===== src/rtl/sld_map.svh =====
// Offsets, field positions, codes and timing counts of the link control dispatcher.
`ifndef SLD_MAP_SVH
`define SLD_MAP_SVH

// Register offsets (byte addresses, one word each).
`define SLD_ADDR_CTRL       8'h00
`define SLD_ADDR_STATUS     8'h04
`define SLD_ADDR_REQINFO    8'h08

// Control register reset values per field.
`define SLD_CTRL_MTU_RST    2'h3
`define SLD_CTRL_TUN_RST    1'h1
`define SLD_CTRL_PWR_RST    2'h1
`define SLD_CTRL_WIN_RST    1'h0
`define SLD_CTRL_WIDTH      6

// Control byte layout: bit 7 windowed, bits 6..5 type, bits 4..0 sub-type.
`define SLD_CB_WINDOWED     7
`define SLD_CB_TYPE_MSB     6
`define SLD_CB_TYPE_LSB     5
`define SLD_CB_SUB_MSB      4
`define SLD_TYPE_RESERVED   2'h0
`define SLD_TYPE_ACTIVATION 2'h1
`define SLD_TYPE_TUNNEL     2'h2
`define SLD_TYPE_UNUSED     2'h3
`define SLD_SUB_READY       5'h00
`define SLD_SUB_REQUEST     5'h02

// Activation payload limits and byte positions (index 0 is the control byte).
`define SLD_ACT_MAX_LEN     8'h1D
`define SLD_IDX_VERSION     8'h01
`define SLD_IDX_CAPS        8'h02
`define SLD_IDX_INACT_HI    8'h03
`define SLD_IDX_INACT_LO    8'h04
`define SLD_REQ_MIN_LEN     8'h05

// Capability byte fields.
`define SLD_CAP_PWR_MSB     4
`define SLD_CAP_PWR_LSB     3
`define SLD_CAP_MTU_MSB     2
`define SLD_CAP_MTU_LSB     1

// Reply contents.
`define SLD_VERSION_BYTE    8'h08
`define SLD_REPLY_LEN       3'h3
`define SLD_NSD_BYTE        8'hFF

// Timing: block clock period, ready time and the default link rate.
`define SLD_CLK_PERIOD_NS   100
`define SLD_READY_TIME_US   255
`define SLD_LINK_DEFAULT_KHZ 1000
`define SLD_READY_CYCLES \
  ((`SLD_READY_TIME_US * 1000 + `SLD_CLK_PERIOD_NS - 1) / `SLD_CLK_PERIOD_NS)

`endif


===== src/rtl/sld_pkg.sv =====
// Types shared by the link control dispatcher and its serial shifter.
package sld_pkg;

  // Activation sequencing phases.
  typedef enum logic [2:0] {
    SLD_ST_IDLE   = 3'b000,
    SLD_ST_WAIT   = 3'b001,
    SLD_ST_REPLY  = 3'b010,
    SLD_ST_DONE   = 3'b011,
    SLD_ST_LINKED = 3'b100
  } sld_phase_t;

  // Link control layer of a payload.
  typedef enum logic [1:0] {
    SLD_LAYER_ACTIVATION = 2'b00,
    SLD_LAYER_WINDOWED   = 2'b01,
    SLD_LAYER_TUNNEL     = 2'b10,
    SLD_LAYER_NONE       = 2'b11
  } sld_layer_t;

  // Software control word.
  typedef struct packed {
    logic       windowUp;
    logic [1:0] maxPower;
    logic       tunnelEn;
    logic [1:0] mtu;
  } sld_ctrl_t;

  // Events from the serial shifter.
  typedef struct packed {
    logic       frameStart;
    logic       frameEnd;
    logic       byteValid;
    logic       txTake;
    logic [7:0] data;
  } sld_link_ev_t;

  // Forwarded payload stream.
  typedef struct packed {
    logic       valid;
    logic       first;
    logic       last;
    logic       error;
    sld_layer_t layer;
    logic [7:0] data;
  } sld_fwd_t;

  // Shifter state.
  typedef struct packed {
    logic         clkMeta;
    logic         clkSync;
    logic         clkPrev;
    logic         csMeta;
    logic         csSync;
    logic         csPrev;
    logic         mosiMeta;
    logic         mosiSync;
    logic [2:0]   bitCnt;
    logic [7:0]   rxShift;
    logic [7:0]   txShift;
    sld_link_ev_t ev;
  } sld_shift_st_t;

  // Dispatcher state.
  typedef struct packed {
    sld_phase_t phase;
    sld_ctrl_t  ctrl;
    logic [7:0] rxIdx;
    sld_layer_t frameLayer;
    logic       frameKeep;
    logic [4:0] frameSub;
    logic       badSeen;
    logic [7:0] shVersion;
    logic [7:0] shCaps;
    logic [15:0] shInact;
    logic [7:0] reqVersion;
    logic [7:0] reqCaps;
    logic [15:0] reqInact;
    logic [11:0] waitCnt;
    logic [2:0] txIdx;
    logic [1:0] mtu;
    logic [1:0] power;
    sld_layer_t lastGood;
    logic       tunnelOpen;
    sld_fwd_t   fwd;
    logic       recPulse;
    logic [31:0] rdData;
  } sld_main_st_t;

endpackage : sld_pkg


===== src/rtl/sld_llc_dispatch.sv =====
// Link control dispatcher and activation sequencer of the secure-element slave.
// What this block does
// RL1 - Windowed and activation layers always; tunnel optional.
// RL2 - Control byte selects layer, type and sub-type.
// RL3 - Sub-type zero is the slave readiness reply.
// RL4 - Sub-type two is the master activation request.
// RL5 - Unassigned activation sub-types are never sent, ignored.
// RL6 - Activation payloads are at most 29 bytes; the code acts on at most 28 after the control byte.
// RL7 - Only activation frames until initialization completes.
// RL8 - Master then opens tunnel or starts windowed link.
// RL9 - Activation frames discarded once link or tunnel up.
// RL10 - Tunnel opening keeps the windowed link context.
// RL11 - Master opens tunnel only with everything acknowledged.
// RL12 - Windowed frame closes an open tunnel session.
// RL13 - Corrupt frame uses last good frame's recovery.
// RL14 - Request holds version, capabilities, inactivity period.
// RL15 - Request bytes four onward are ignored.
// RL16 - Version byte is major one, minor zero.
// RL17 - Capability bits four and three give supply.
// RL18 - Flow control bit and reserved bits ignored.
// RL19 - Smaller of both frame sizes is used.
// RL20 - Request first, then the readiness reply.
// RL21 - Activation at 1 MHz, ready time 255 us.
// RL22 - Slave starts in low power.
// RL23 - Current capped by the master supply capability.
// RL24 - Reserved and unused frame types are discarded.
//
// The placing of the registers and strobed register access were left to the implementer.
`timescale 1ns/1ps
`default_nettype none
`include "sld_map.svh"
module sld_llc_dispatch
  import sld_pkg::*;
#(
  parameter logic [11:0] READY_CYCLES = 12'(`SLD_READY_CYCLES)
) (
  // Clock and reset.
  input  wire logic        clock,
  input  wire logic        rst_n,
  // Register port.
  input  wire logic [7:0]  regAddr,
  input  wire logic [31:0] regWrData,
  input  wire logic        regWrEn,
  input  wire logic        regRdEn,
  output logic [31:0]      regRdData,
  // Link pins.
  input  wire logic        linkClk,
  input  wire logic        linkCsN,
  input  wire logic        linkMosi,
  output logic             linkMiso,
  output logic             linkMisoOe,
  // Lower layer: frame check failed for the access in progress.
  input  wire logic        crcBad,
  // Upper layer.
  output sld_fwd_t         fwd,
  output logic             replyPending,
  output logic [1:0]       powerLimit,
  output logic [1:0]       mtuCode,
  output sld_layer_t       recoveryLayer,
  output logic             recoveryPulse
);

  sld_main_st_t q;        // Registered state.
  sld_main_st_t d;        // Next state.
  sld_link_ev_t ev;       // Events from the shifter.
  logic [7:0]   txByte;   // Byte offered to the shifter.
  sld_layer_t   rxLayer;  // Layer of the byte now arriving, if it is a control byte.
  logic         rxKeep;   // Whether a frame of that layer is accepted now.
  logic         linkOpen; // Initialization finished.
  logic         corrupt;  // Frame that ends now was corrupted.

  // Pin sampling and byte shifting.
  sld_spi_shifter u_shifter (
    .clock      (clock),
    .rst_n      (rst_n),
    .linkClk    (linkClk),
    .linkCsN    (linkCsN),
    .linkMosi   (linkMosi),
    .linkMiso   (linkMiso),
    .linkMisoOe (linkMisoOe),
    .txByte     (txByte),
    .ev         (ev)
  );

  // Classify a control byte into its layer.
  function automatic sld_layer_t classify(input logic [7:0] cb);
    sld_layer_t r;
    r = SLD_LAYER_NONE;
    if (cb[`SLD_CB_WINDOWED]) begin
      r = SLD_LAYER_WINDOWED; // RL2
    end else begin
      case (cb[`SLD_CB_TYPE_MSB:`SLD_CB_TYPE_LSB]) // RL2
        `SLD_TYPE_ACTIVATION: r = SLD_LAYER_ACTIVATION;
        `SLD_TYPE_TUNNEL:     r = SLD_LAYER_TUNNEL;
        default:              r = SLD_LAYER_NONE; // RL24
      endcase
    end
    return r;
  endfunction : classify

  // Smaller of two two-bit codes.
  function automatic logic [1:0] lesser(input logic [1:0] a, input logic [1:0] b);
    return (a < b) ? a : b;
  endfunction : lesser

  // Reply bytes: control byte, version, capabilities; filler after the end.
  always_comb begin
    txByte = `SLD_NSD_BYTE;
    if (q.phase == SLD_ST_REPLY) begin
      case (q.txIdx)
        3'h0: txByte = {3'b001, `SLD_SUB_READY}; // RL3
        3'h1: txByte = `SLD_VERSION_BYTE; // RL16
        3'h2: txByte = {4'h0, 1'b0, q.ctrl.mtu, 1'b0}; // RL18
        default: txByte = `SLD_NSD_BYTE;
      endcase
    end
  end

  // Acceptance of a new frame by layer and phase.
  always_comb begin
    linkOpen = (q.phase == SLD_ST_DONE) || (q.phase == SLD_ST_LINKED);
    rxLayer  = classify(ev.data);
    corrupt  = q.badSeen || crcBad;
    case (rxLayer)
      SLD_LAYER_ACTIVATION: rxKeep = (q.phase != SLD_ST_LINKED); // RL9
      SLD_LAYER_WINDOWED:   rxKeep = linkOpen; // RL7
      SLD_LAYER_TUNNEL:     rxKeep = linkOpen && q.ctrl.tunnelEn; // RL1
      default:              rxKeep = 1'b0; // RL24
    endcase
  end

  // Next-state logic of the whole dispatcher.
  always_comb begin
    d           = q;
    d.fwd.valid = 1'b0;
    d.fwd.first = 1'b0;
    d.fwd.last  = 1'b0;
    d.fwd.error = 1'b0;
    d.recPulse  = 1'b0;
    d.rdData    = 32'h0000_0000;
    // Software writes; only the control word is writable.
    if (regWrEn && (regAddr == `SLD_ADDR_CTRL)) begin
      d.ctrl = sld_ctrl_t'(regWrData[`SLD_CTRL_WIDTH-1:0]);
    end
    // Reads answer in the next cycle; unmapped offsets read zero.
    if (regRdEn) begin
      case (regAddr)
        `SLD_ADDR_CTRL:    d.rdData = {26'h0, q.ctrl};
        `SLD_ADDR_STATUS:  d.rdData = {21'h0, q.ctrl.windowUp, q.tunnelOpen, q.lastGood,
                                       q.power, q.mtu, q.phase};
        `SLD_ADDR_REQINFO: d.rdData = {q.reqInact, q.reqCaps, q.reqVersion}; // RL14
        default:           d.rdData = 32'h0000_0000;
      endcase
    end
    // A new access clears the per-frame state.
    if (ev.frameStart) begin
      d.rxIdx     = 8'h00;
      d.frameKeep = 1'b0;
      d.badSeen   = 1'b0;
    end
    // A corruption report sets the flag even in the clearing cycle.
    if (crcBad) begin
      d.badSeen = 1'b1; // RL13
    end
    // Received bytes.
    if (ev.byteValid) begin
      if (q.rxIdx != 8'hFF) begin
        d.rxIdx = q.rxIdx + 8'h01;
      end
      if (q.rxIdx == 8'h00) begin
        // The control byte picks the layer for the whole frame.
        d.frameLayer = rxLayer;
        d.frameKeep  = rxKeep;
        d.frameSub   = ev.data[`SLD_CB_SUB_MSB:0];
        if (rxKeep && (rxLayer != SLD_LAYER_ACTIVATION)) begin
          d.fwd.valid = 1'b1;
          d.fwd.first = 1'b1;
          d.fwd.layer = rxLayer;
          d.fwd.data  = ev.data;
        end
      end else if (q.frameKeep && (q.frameLayer != SLD_LAYER_ACTIVATION)) begin
        d.fwd.valid = 1'b1;
        d.fwd.layer = q.frameLayer;
        d.fwd.data  = ev.data;
      end
      // Request fields go to a shadow; later bytes are ignored.
      case (q.rxIdx)
        `SLD_IDX_VERSION:  d.shVersion     = ev.data; // RL14
        `SLD_IDX_CAPS:     d.shCaps        = ev.data; // RL14
        `SLD_IDX_INACT_HI: d.shInact[15:8] = ev.data; // RL14
        `SLD_IDX_INACT_LO: d.shInact[7:0]  = ev.data; // RL14
        default:           d.shCaps        = d.shCaps; // RL15
      endcase
    end
    // Reply bytes advance as the shifter takes them.
    if (ev.txTake && (q.phase == SLD_ST_REPLY) && (q.txIdx < `SLD_REPLY_LEN)) begin
      d.txIdx = q.txIdx + 3'h1;
    end
    // Ready-time wait before the reply is offered.
    if (q.phase == SLD_ST_WAIT) begin
      if (q.waitCnt >= READY_CYCLES - 12'h001) begin
        d.phase = SLD_ST_REPLY; // RL21
      end else begin
        d.waitCnt = q.waitCnt + 12'h001;
      end
    end
    // The dispatcher is linked when the windowed link or a tunnel is up.
    if ((q.phase == SLD_ST_DONE) && (q.ctrl.windowUp || q.tunnelOpen)) begin
      d.phase = SLD_ST_LINKED; // RL9
    end
    // End of an access.
    if (ev.frameEnd) begin
      if (q.phase == SLD_ST_REPLY && q.txIdx >= `SLD_REPLY_LEN) begin
        d.phase = SLD_ST_DONE; // RL20
      end
      if (corrupt && (q.rxIdx != 8'h00)) begin
        // Recovery follows the layer of the last good frame.
        d.recPulse = 1'b1; // RL13
        if (q.frameKeep && (q.frameLayer != SLD_LAYER_ACTIVATION)) begin
          d.fwd.last  = 1'b1;
          d.fwd.error = 1'b1;
        end
      end else if (q.rxIdx != 8'h00) begin
        // A refused frame is ignored, so it never steers the recovery.
        if (q.frameKeep && (q.frameLayer != SLD_LAYER_NONE)) begin
          d.lastGood = q.frameLayer; // RL13
        end
        if (q.frameKeep) begin
          case (q.frameLayer)
            SLD_LAYER_WINDOWED: begin
              d.fwd.last   = 1'b1;
              d.tunnelOpen = 1'b0; // RL12
            end
            SLD_LAYER_TUNNEL: begin
              // The windowed link bit is left alone.
              d.fwd.last   = 1'b1;
              d.tunnelOpen = 1'b1; // RL10
            end
            SLD_LAYER_ACTIVATION: begin
              // Only a complete, short request is acted on.
              if ((q.frameSub == `SLD_SUB_REQUEST) // RL5
                  && (q.rxIdx <= `SLD_ACT_MAX_LEN) // RL6
                  && (q.rxIdx >= `SLD_REQ_MIN_LEN)
                  && (q.phase != SLD_ST_LINKED)) begin // RL9
                d.reqVersion = q.shVersion;
                d.reqCaps    = q.shCaps;
                d.reqInact   = q.shInact;
                d.mtu        = lesser(q.shCaps[`SLD_CAP_MTU_MSB:`SLD_CAP_MTU_LSB],
                                      q.ctrl.mtu); // RL19
                d.power      = lesser(q.shCaps[`SLD_CAP_PWR_MSB:`SLD_CAP_PWR_LSB],
                                      q.ctrl.maxPower); // RL17 RL23
                d.phase      = SLD_ST_WAIT; // RL20
                d.waitCnt    = 12'h000;
                d.txIdx      = 3'h0;
              end
            end
            default: d.fwd.last = 1'b0;
          endcase
        end
      end
    end
  end

  // State register; power starts low, windowed link and tunnel closed.
  always_ff @(posedge clock) begin
    if (!rst_n) begin
      q               <= '0;
      q.phase         <= SLD_ST_IDLE; // RL7
      q.power         <= 2'h0; // RL22
      q.lastGood      <= SLD_LAYER_ACTIVATION; // RL13
      q.frameLayer    <= SLD_LAYER_NONE;
      q.fwd.layer     <= SLD_LAYER_NONE;
      q.ctrl.mtu      <= `SLD_CTRL_MTU_RST;
      q.ctrl.tunnelEn <= `SLD_CTRL_TUN_RST;
      q.ctrl.maxPower <= `SLD_CTRL_PWR_RST;
      q.ctrl.windowUp <= `SLD_CTRL_WIN_RST;
    end else begin
      q <= d;
    end
  end

  // Outputs.
  assign regRdData     = q.rdData;
  assign fwd           = q.fwd;
  assign replyPending  = (q.phase == SLD_ST_REPLY) && (q.txIdx < `SLD_REPLY_LEN);
  assign powerLimit    = q.power;
  assign mtuCode       = q.mtu;
  assign recoveryLayer = q.lastGood;
  assign recoveryPulse = q.recPulse;
endmodule : sld_llc_dispatch
`default_nettype wire


===== src/rtl/sld_spi_shifter.sv =====
// Serial shifter: samples the link pins on the block clock and moves bytes.
`timescale 1ns/1ps
`default_nettype none
module sld_spi_shifter
  import sld_pkg::*;
(
  // Clock and reset.
  input  wire logic   clock,
  input  wire logic   rst_n,
  // Link pins.
  input  wire logic   linkClk,
  input  wire logic   linkCsN,
  input  wire logic   linkMosi,
  output logic        linkMiso,
  output logic        linkMisoOe,
  // Byte side.
  input  wire logic [7:0] txByte,
  output sld_link_ev_t    ev
);

  sld_shift_st_t q;     // Registered state.
  sld_shift_st_t d;     // Next state.
  logic          rise;  // Link clock rising edge inside a frame.
  logic          fall;  // Link clock falling edge inside a frame.
  logic          csFall; // Chip select asserted.
  logic          csRise; // Chip select released.

  // Edge detection reads only the second synchroniser stage and its delayed copy.
  always_comb begin
    csFall = q.csPrev && !q.csSync;
    csRise = !q.csPrev && q.csSync;
    rise   = !q.clkPrev && q.clkSync && !q.csSync;
    fall   = q.clkPrev && !q.clkSync && !q.csSync;
    d          = q;
    d.clkMeta  = linkClk;
    d.clkSync  = q.clkMeta;
    d.clkPrev  = q.clkSync;
    d.csMeta   = linkCsN;
    d.csSync   = q.csMeta;
    d.csPrev   = q.csSync;
    d.mosiMeta = linkMosi;
    d.mosiSync = q.mosiMeta;
    d.ev       = '0;
    d.ev.data  = q.ev.data;
    if (csFall) begin
      // A new access starts on a byte boundary with the first reply byte ready.
      d.bitCnt        = 3'h0;
      d.txShift       = txByte;
      d.ev.txTake     = 1'b1;
      d.ev.frameStart = 1'b1;
    end else if (csRise) begin
      // The access is over.
      d.ev.frameEnd = 1'b1;
    end else if (rise) begin
      // Sample the master data, most significant bit first.
      d.rxShift = {q.rxShift[6:0], q.mosiSync};
      d.bitCnt  = q.bitCnt + 3'h1;
      if (q.bitCnt == 3'h7) begin
        d.ev.byteValid = 1'b1;
        d.ev.data      = {q.rxShift[6:0], q.mosiSync};
      end
    end else if (fall) begin
      // Load a fresh byte at a boundary, else move to the next bit.
      if (q.bitCnt == 3'h0) begin
        d.txShift   = txByte;
        d.ev.txTake = 1'b1;
      end else begin
        d.txShift = {q.txShift[6:0], 1'b0};
      end
    end
  end

  // State register; chip select idles high.
  always_ff @(posedge clock) begin
    if (!rst_n) begin
      q        <= '0;
      q.csMeta <= 1'b1;
      q.csSync <= 1'b1;
      q.csPrev <= 1'b1;
    end else begin
      q <= d;
    end
  end

  // Outputs come straight from the state.
  assign linkMiso   = q.txShift[7];
  assign linkMisoOe = !q.csSync;
  assign ev         = q.ev;

endmodule : sld_spi_shifter
`default_nettype wire


===== config.mk =====
export PLATFORM = sky130hd
export DESIGN_NAME = sld_llc_dispatch
export DESIGN_NICKNAME = d
export VERILOG_FILES = /design/src/rtl/sld_pkg.sv /design/src/rtl/sld_llc_dispatch.sv /design/src/rtl/sld_spi_shifter.sv
export VERILOG_INCLUDE_DIRS = /design/src /design/src/rtl
export SDC_FILE = /design/constraint.sdc
export NUM_CORES = 1
export LEC_CHECK = 0
export ABC_CLOCK_PERIOD_IN_PS = 3300
export BUFFER_PORTS_ARGS = -buffer_cell sky130_fd_sc_hd__buf_2
export CAP_MARGIN = 20
export CORE_UTILIZATION = 50
export DETAILED_ROUTE_END_ITERATION = 12
export MAX_ROUTING_LAYER = met4
export PLACE_DENSITY = 0.7
export RECOVER_POWER = 50
export SYNTH_ARGS = -nofsm -noshare
export SYNTH_HDL_FRONTEND = slang
export SYNTH_SLANG_ARGS = --single-unit
export TNS_END_PERCENT = 100

===== constraint.sdc =====
create_clock -name clock -period 3.3 [get_ports clock]
set_clock_uncertainty 0.05 [all_clocks]
set_input_delay 0.33 -clock clock [delete_from_list [all_inputs] [get_ports clock]]
set_output_delay 0.33 -clock clock [all_outputs]
set_load 0.05 [all_outputs]

==> metrics.txt, run 1 <==
status finished, final reports clean; aggregate global-route resource usage 0.193; Slew @ Worst Pin 879 ps; Most used DFF post-synth dfxtp_1; Place WS 728 ps; Setup TNS Final 0 ps; hold endpoint u_shifter.d[34]; pin count of the biggest net entering global routing 96; period utilization 0.773; Crit Reg-Reg Endpoint q[157]; Synth Instances 965; count leader, synth dfxtp_1; leakage between 0.003 and 0.004 uW; final WL about 16,000 um; worst hold slack between 20 and 30 ps; # nets final just over 1k; Min Clock Period, post-route 2550 ps; register area share after synthesis 0.454; Horiz. Die Dim 134 um; CTS tree done; P&R area growth vs syn 6.38%; unrepaired setup endpoints after global routing no; GPL Wtd Cong 0.866; FF-to-FF Start q[142]; CP max FO 45; Top Ports ~100; Post CTS Setup Buffer Count 0; Rows 47; Max H-tree Level 4; Async SR Flop Fraction 0; vias in the first global route 5,304; Worst EP required 3560 ps; area of the mapped netlist 0.00869 mm^2; Final HPWL DP 11,100 um; hold buffers post-CTS 0; initial antenna violation count 0; core area 0.0168 mm^2; Hold Crit Class input pin to register; fin util 0.551; CTS Buffer Depth 2; Die Y 134 um; vias per cell approximately 5.2; initial drt markers 498; WP data arrival between 2000 and 3000 ps; Peak Freq 392 MHz; Worst-Skew Late Latency 430 ps; Reg2Reg Depth 7; Startpoint Class register; setup slack after layout 748 ps; Post-synth EDFFs 0; Yosys cell types just over 70; Final setup viols 0; Fill cells 1,574; clk slew on worst S/H paths 70 ps; routed via count 6,172; most frequent cells after synthesis dfxtp_1, nand2_1, nand3_1; Worst slew margin 0.409; post-synth top area cell dfxtp_1; final routed DRC violation total 0; clock root buffer clkbuf_16; antenna-violating nets left 0; worst vdd ir 0.356 mV; Reg2Reg Setup Slack roughly 750 ps; Die Area 0.0179 mm^2; grt ovf 0; syn avg cell area 9.00 um^2; Yosys reg bits about 200; crit path kind register to register; max-cap viol count 0; synth top area cells dfxtp_1, nand3_1, nand2_1; hold path depth 2; first-pass GRT wire length around 27,000 um; endpoint class of the critical path register; Synth top area share 0.454; Clock Sinks ~200; Initial Utilization 0.518; post-CTS resize count 0; hold_sp linkCsN; Num CTS Buffers 17; n_diodes 0; ratio of cells with drive above 1 in the final layout 0.0963; Pins Over Slew Limit 0; router iterations before antenna repair 4; Synthesized Nets 1,038; pwr/cell area 487 mW/mm^2; Syn. warnings 0; Final Hold Fails 0; WL per Instance 13.6 um; IO Port Bufs 77
-- metal layers --
layer | vias to the layer above | global-route usage | share of wire
li1 | 3252 | - | -
met1 | 2792 | 0.266 | 0.50
met2 | 111 | 0.275 | 0.45
met3 | 17 | 0.0363 | 0.040
met4 | 0 | 0.0795 | 0.014
met5 | - | - | 0
-- worst max-delay path by stage --
stage,to,from,slack [ps]
5_1_grt,q[55],q[142],550
2_1_floorplan,q[56],q[156],480
6_report,q[157],q[142],750
4_1_cts,q[157],q[142],710
3_5_place_dp,q[157],q[142],730
3_3_place_gp,q[157],q[142],760
-- final cells by class --
| type | count | area, um^2 | area share |
|---|---|---|---|
| multi-input combinational | 636 | 3940 | 0.427 |
| clock inverter | 14 | 144 | 0.0156 |
| clock buffer | 17 | 425 | 0.0460 |
| timing repair buffer | 90 | 427 | 0.0462 |
| inverter | 22 | 82.6 | 0.00894 |
| tap | 220 | 275 | 0.0298 |
| sequential | 197 | 3940 | 0.427 |
-- critical path: stages, from the launching register on --
cell and delay [ps]:
dfxtp_1 440, inv_1 90, ha_1 250, nor4b_1 190
nor4_1 380, nand3_4 490, nand2_4 420, nor3_1 100
-- metrics by stage --
stage	power, uW	cells	instance area (um^2)
after floorplan	2530	965	8690
after global placement	2560	1165	8770
after detailed placement	2560	1165	8770
after CTS	4550	1196	9340
after global routing	4650	1196	9240
final	4500	1196	9240
-- state kept, by name, indices dropped and copies added (netlist names) --
signal and flops:
u_shifter.d 5, mtuCode 2, fwd 14, u_shifter.linkMiso 1, u_shifter.q 20, u_shifter.ev 12
regRdData 32, recoveryPulse 1, recoveryLayer 2, powerLimit 2, q 106
-- cells by family (layout without fill, tap and decap cells) --
family,Yosys count,in the layout,share of synthesized area
simple gates,395,395,0.238
xor+xnor,12,12,0.0121
buf+inv,132,143,0.0915
compound gates,170,170,0.130
mux,34,34,0.0392
fa+ha+maj,25,25,0.0360
flops,197,197,0.454
-- power breakdown --
group          switching (uW)  internal [uW]
logic                    68.9           39.9
registers                6.23           2390
clock network             938           1060
-- cells in the final DEF (no fill, tap or decap), drive strengths merged, types with 4 or more instances in the layout --
cell type	synthesis	routed
or3	5	5
mux2i	34	34
a21boi	39	39
and3	8	8
clkinv	0	4
a21oi	26	26
nand3	95	95
clkbuf	31	76
buf	79	31
and2	32	32
ha	25	25
inv	22	28
nor2b	34	34
a22oi	7	7
nor4	5	5
nand4	6	6
nand2b	5	5
nor4b	6	6
xnor2	10	10
nand2	114	114
nor2	60	60
nor3b	8	8
o21ai	62	62
dfxtp	197	197
nor3	6	6
(Power assumes the default switching activity.)
==> run 2: changes to the inputs <==
--- a/config.mk
+++ b/config.mk
@@ -6,13 +6,13 @@
 export SDC_FILE = /design/constraint.sdc
 export NUM_CORES = 1
 export LEC_CHECK = 0
-export ABC_CLOCK_PERIOD_IN_PS = 3300
+export ABC_CLOCK_PERIOD_IN_PS = 2200
 export BUFFER_PORTS_ARGS = -buffer_cell sky130_fd_sc_hd__buf_2
 export CAP_MARGIN = 20
 export CORE_UTILIZATION = 50
 export DETAILED_ROUTE_END_ITERATION = 12
 export MAX_ROUTING_LAYER = met4
-export PLACE_DENSITY = 0.7
+export PLACE_DENSITY = 0.73
 export RECOVER_POWER = 50
 export SYNTH_ARGS = -nofsm -noshare
 export SYNTH_HDL_FRONTEND = slang
==> constraint.sdc (replaced) <==
create_clock -name clock -period 2.2 [get_ports clock]
set_clock_uncertainty 0.05 [all_clocks]
set_input_delay 0.22 -clock clock [delete_from_list [all_inputs] [get_ports clock]]
set_output_delay 0.22 -clock clock [all_outputs]
set_load 0.05 [all_outputs]
==> run 2 against run 1 <==
Via count grew 3.6%. Hold slack worse by 2.4 ps. Combinational power up 72%. Wire length grew 3.5%. Sequential power is 50% higher. Critical endpoint is now replyPending. Count of clock-buffer cells in the layout is 4 higher.
==> metrics.txt, run 2 (synthesized netlist as in run 1, its figures left out) <==
status finished, final reports clean (unchanged); fin util 0.570 (was 0.551); Final Hold Fails 0 (unchanged); CP max FO 8 (was 45); router iterations before antenna repair 5 (was 4); ratio of cells with drive above 1 in the final layout 0.118 (was 0.0963); Power Total 6700 uW (was 4500 uW); Die Area 0.0179 mm^2 (unchanged); P&R area growth vs syn 9.91% (was 6.38%); IO Port Bufs 77 (unchanged); max-cap viol count 0 (unchanged); Final HPWL DP 11,600 um (was 11,100 um); Top Ports 104 (unchanged); Worst-Skew Late Latency 430 ps (about the same); routed via count 6,397 (was 6,172); Critical Path Slowest Stage Cell dfxtp_1 (was nand3_4); Max H-tree Level 4 (unchanged); clk slew on worst S/H paths 70 ps (about the same); vias per cell 5.20 (was 5.16); antenna-violating nets left 0 (unchanged); crit-path cells buf_4, nor4b_4, a21boi_2, buf_4 (was inv_1, ha_1, nor4b_1, nor4_1, nand3_4, nand2_4, nor3_1); Horiz. Die Dim 134 um (unchanged); n_diodes 0 (unchanged); unrepaired setup endpoints after global routing no (unchanged); core area 0.0168 mm^2 (unchanged); Non-Filler Instances 1,231 (was 1,196); Initial Utilization 0.518 (unchanged); initial drt markers 411 (was 498); CTS Buffer Depth 2 (unchanged); grt ovf 0 (unchanged); Peak Freq approximately 480 MHz; Startpoint Class register (unchanged); commonest non-fill, non-tap cell in the layout dfxtp_1 (unchanged); WP buf/inv 2 (was 1); CTS tree done (unchanged); pin count of the biggest net entering global routing 77 (was 96); Min Clock Period, post-route 2080 ps; period utilization 0.945; setup slack after layout 122 ps (was 748 ps); clock root buffer clkbuf_16 (unchanged); # nets final 1,071 (was 1,037); Hold Crit Class input pin to register (unchanged); Largest register FFs 106 (unchanged); Placed Cells incl. Taps 1,188 (was 1,165); vias in the first global route 5,695 (was 5,304); Final setup viols 0 (unchanged); leakage 0.00353 uW (was 0.00336 uW); initial antenna violation count 0 (unchanged); GPL Wtd Cong 0.891 (was 0.866); crit path kind register to output pin (was register to register); Setup TNS Final 0 ps (unchanged); final WL 16,900 um (was 16,300 um); first-pass GRT wire length 27,800 um (was 26,700 um); WP data arrival 1810 ps (was 2810 ps); Num CTS Buffers 17 (unchanged); Worst EP required 1930 ps (was 3560 ps); Clock Sinks 197 (unchanged); most frequent cells in the layout dfxtp_1, nand2_1, nand3_1 (unchanged); Die Y 134 um (unchanged); endpoint class of the critical path output pin (was register); Rows 47 (unchanged); worst vdd ir 0.556 mV (was 0.356 mV); Critical Path Max Stage Delay 420 ps (was 490 ps); aggregate global-route resource usage 0.200 (was 0.193); final routed DRC violation total 0 (unchanged); Crit path max-delay family buffers and inverters (was simple AND/OR/NAND/NOR gates); Place WS 89.9 ps (was 728 ps); Fill cells 1,549 (was 1,574); Worst slew margin 0.500 (was 0.409); Slew @ Worst Pin 748 ps (was 879 ps); most frequent CP cell buf_4; Largest Register q (unchanged); WL per Instance 13.7 um (was 13.6 um); Pins Over Slew Limit 0 (unchanged); pwr/cell area 702 mW/mm^2 (was 487 mW/mm^2)
-- run 2: timing repair --
action | in CTS | in global routing
gates resized for setup | 1 | 2
cloned | 0 | 0
endpoints found under the hold margin | 9 | 0
setup endpoints to repair | 1 | 53
hold buffers | 9 | 0
setup buffers | 0 | 2
pin swaps | 0 | 0
-- run 2: worst paths after layout --
kind                                      start         endpoint  slack [ps]  cells after the start
worst min-delay path                     crcBad           q[133]          20                      3
worst min register to register  u_shifter.d[34]  u_shifter.d[33]         360                      1
worst max register to register           q[143]           fwd[6]         140                      8
worst max-delay path                     q[157]     replyPending         120                      4
-- run 2: final cells by class --
class,instances,area [um^2],share of cell area
clock buffer,21,460,0.0482
clock inverter,11,91.3,0.00957
inverter,22,82.6,0.00865
multi-input combinational,636,3970,0.416
sequential,197,3940,0.413
tap,220,275,0.0288
timing repair buffer,124,721,0.0755
-- run 2: through the flow --
stage	hold slack (ps)	cell area, um^2
2_1_floorplan	271	8690
3_3_place_gp	346	8980
3_5_place_dp	347	8980
4_1_cts	8.48	9620
5_1_grt	38.4	9550
6_report	22.8	9550
-- run 2: report_power, final --
part           leakage, uW  total (uW)  switching [uW]  internal [uW]
combinational      0.00167         187             108           79.0
clock             0.000269        2920            1390           1540
sequential         0.00159        3590            9.95           3580
total              0.00353        6700            1510           5200
-- run 2: layer usage --
metal / vias to the layer above / GRT usage / wire [um]
li1: 3318 / - / -
met1: 2936 / 0.257 / 8120
met2: 125 / 0.314 / 7810
met3: 18 / 0.0427 / 727
met4: 0 / 0.0625 / 241
met5: - / - / 0
-- run 2: tightest hold or removal path, stage by stage --
cell and delay (ps):
buf_2 110, a21oi_1 40, nor2b_1 90
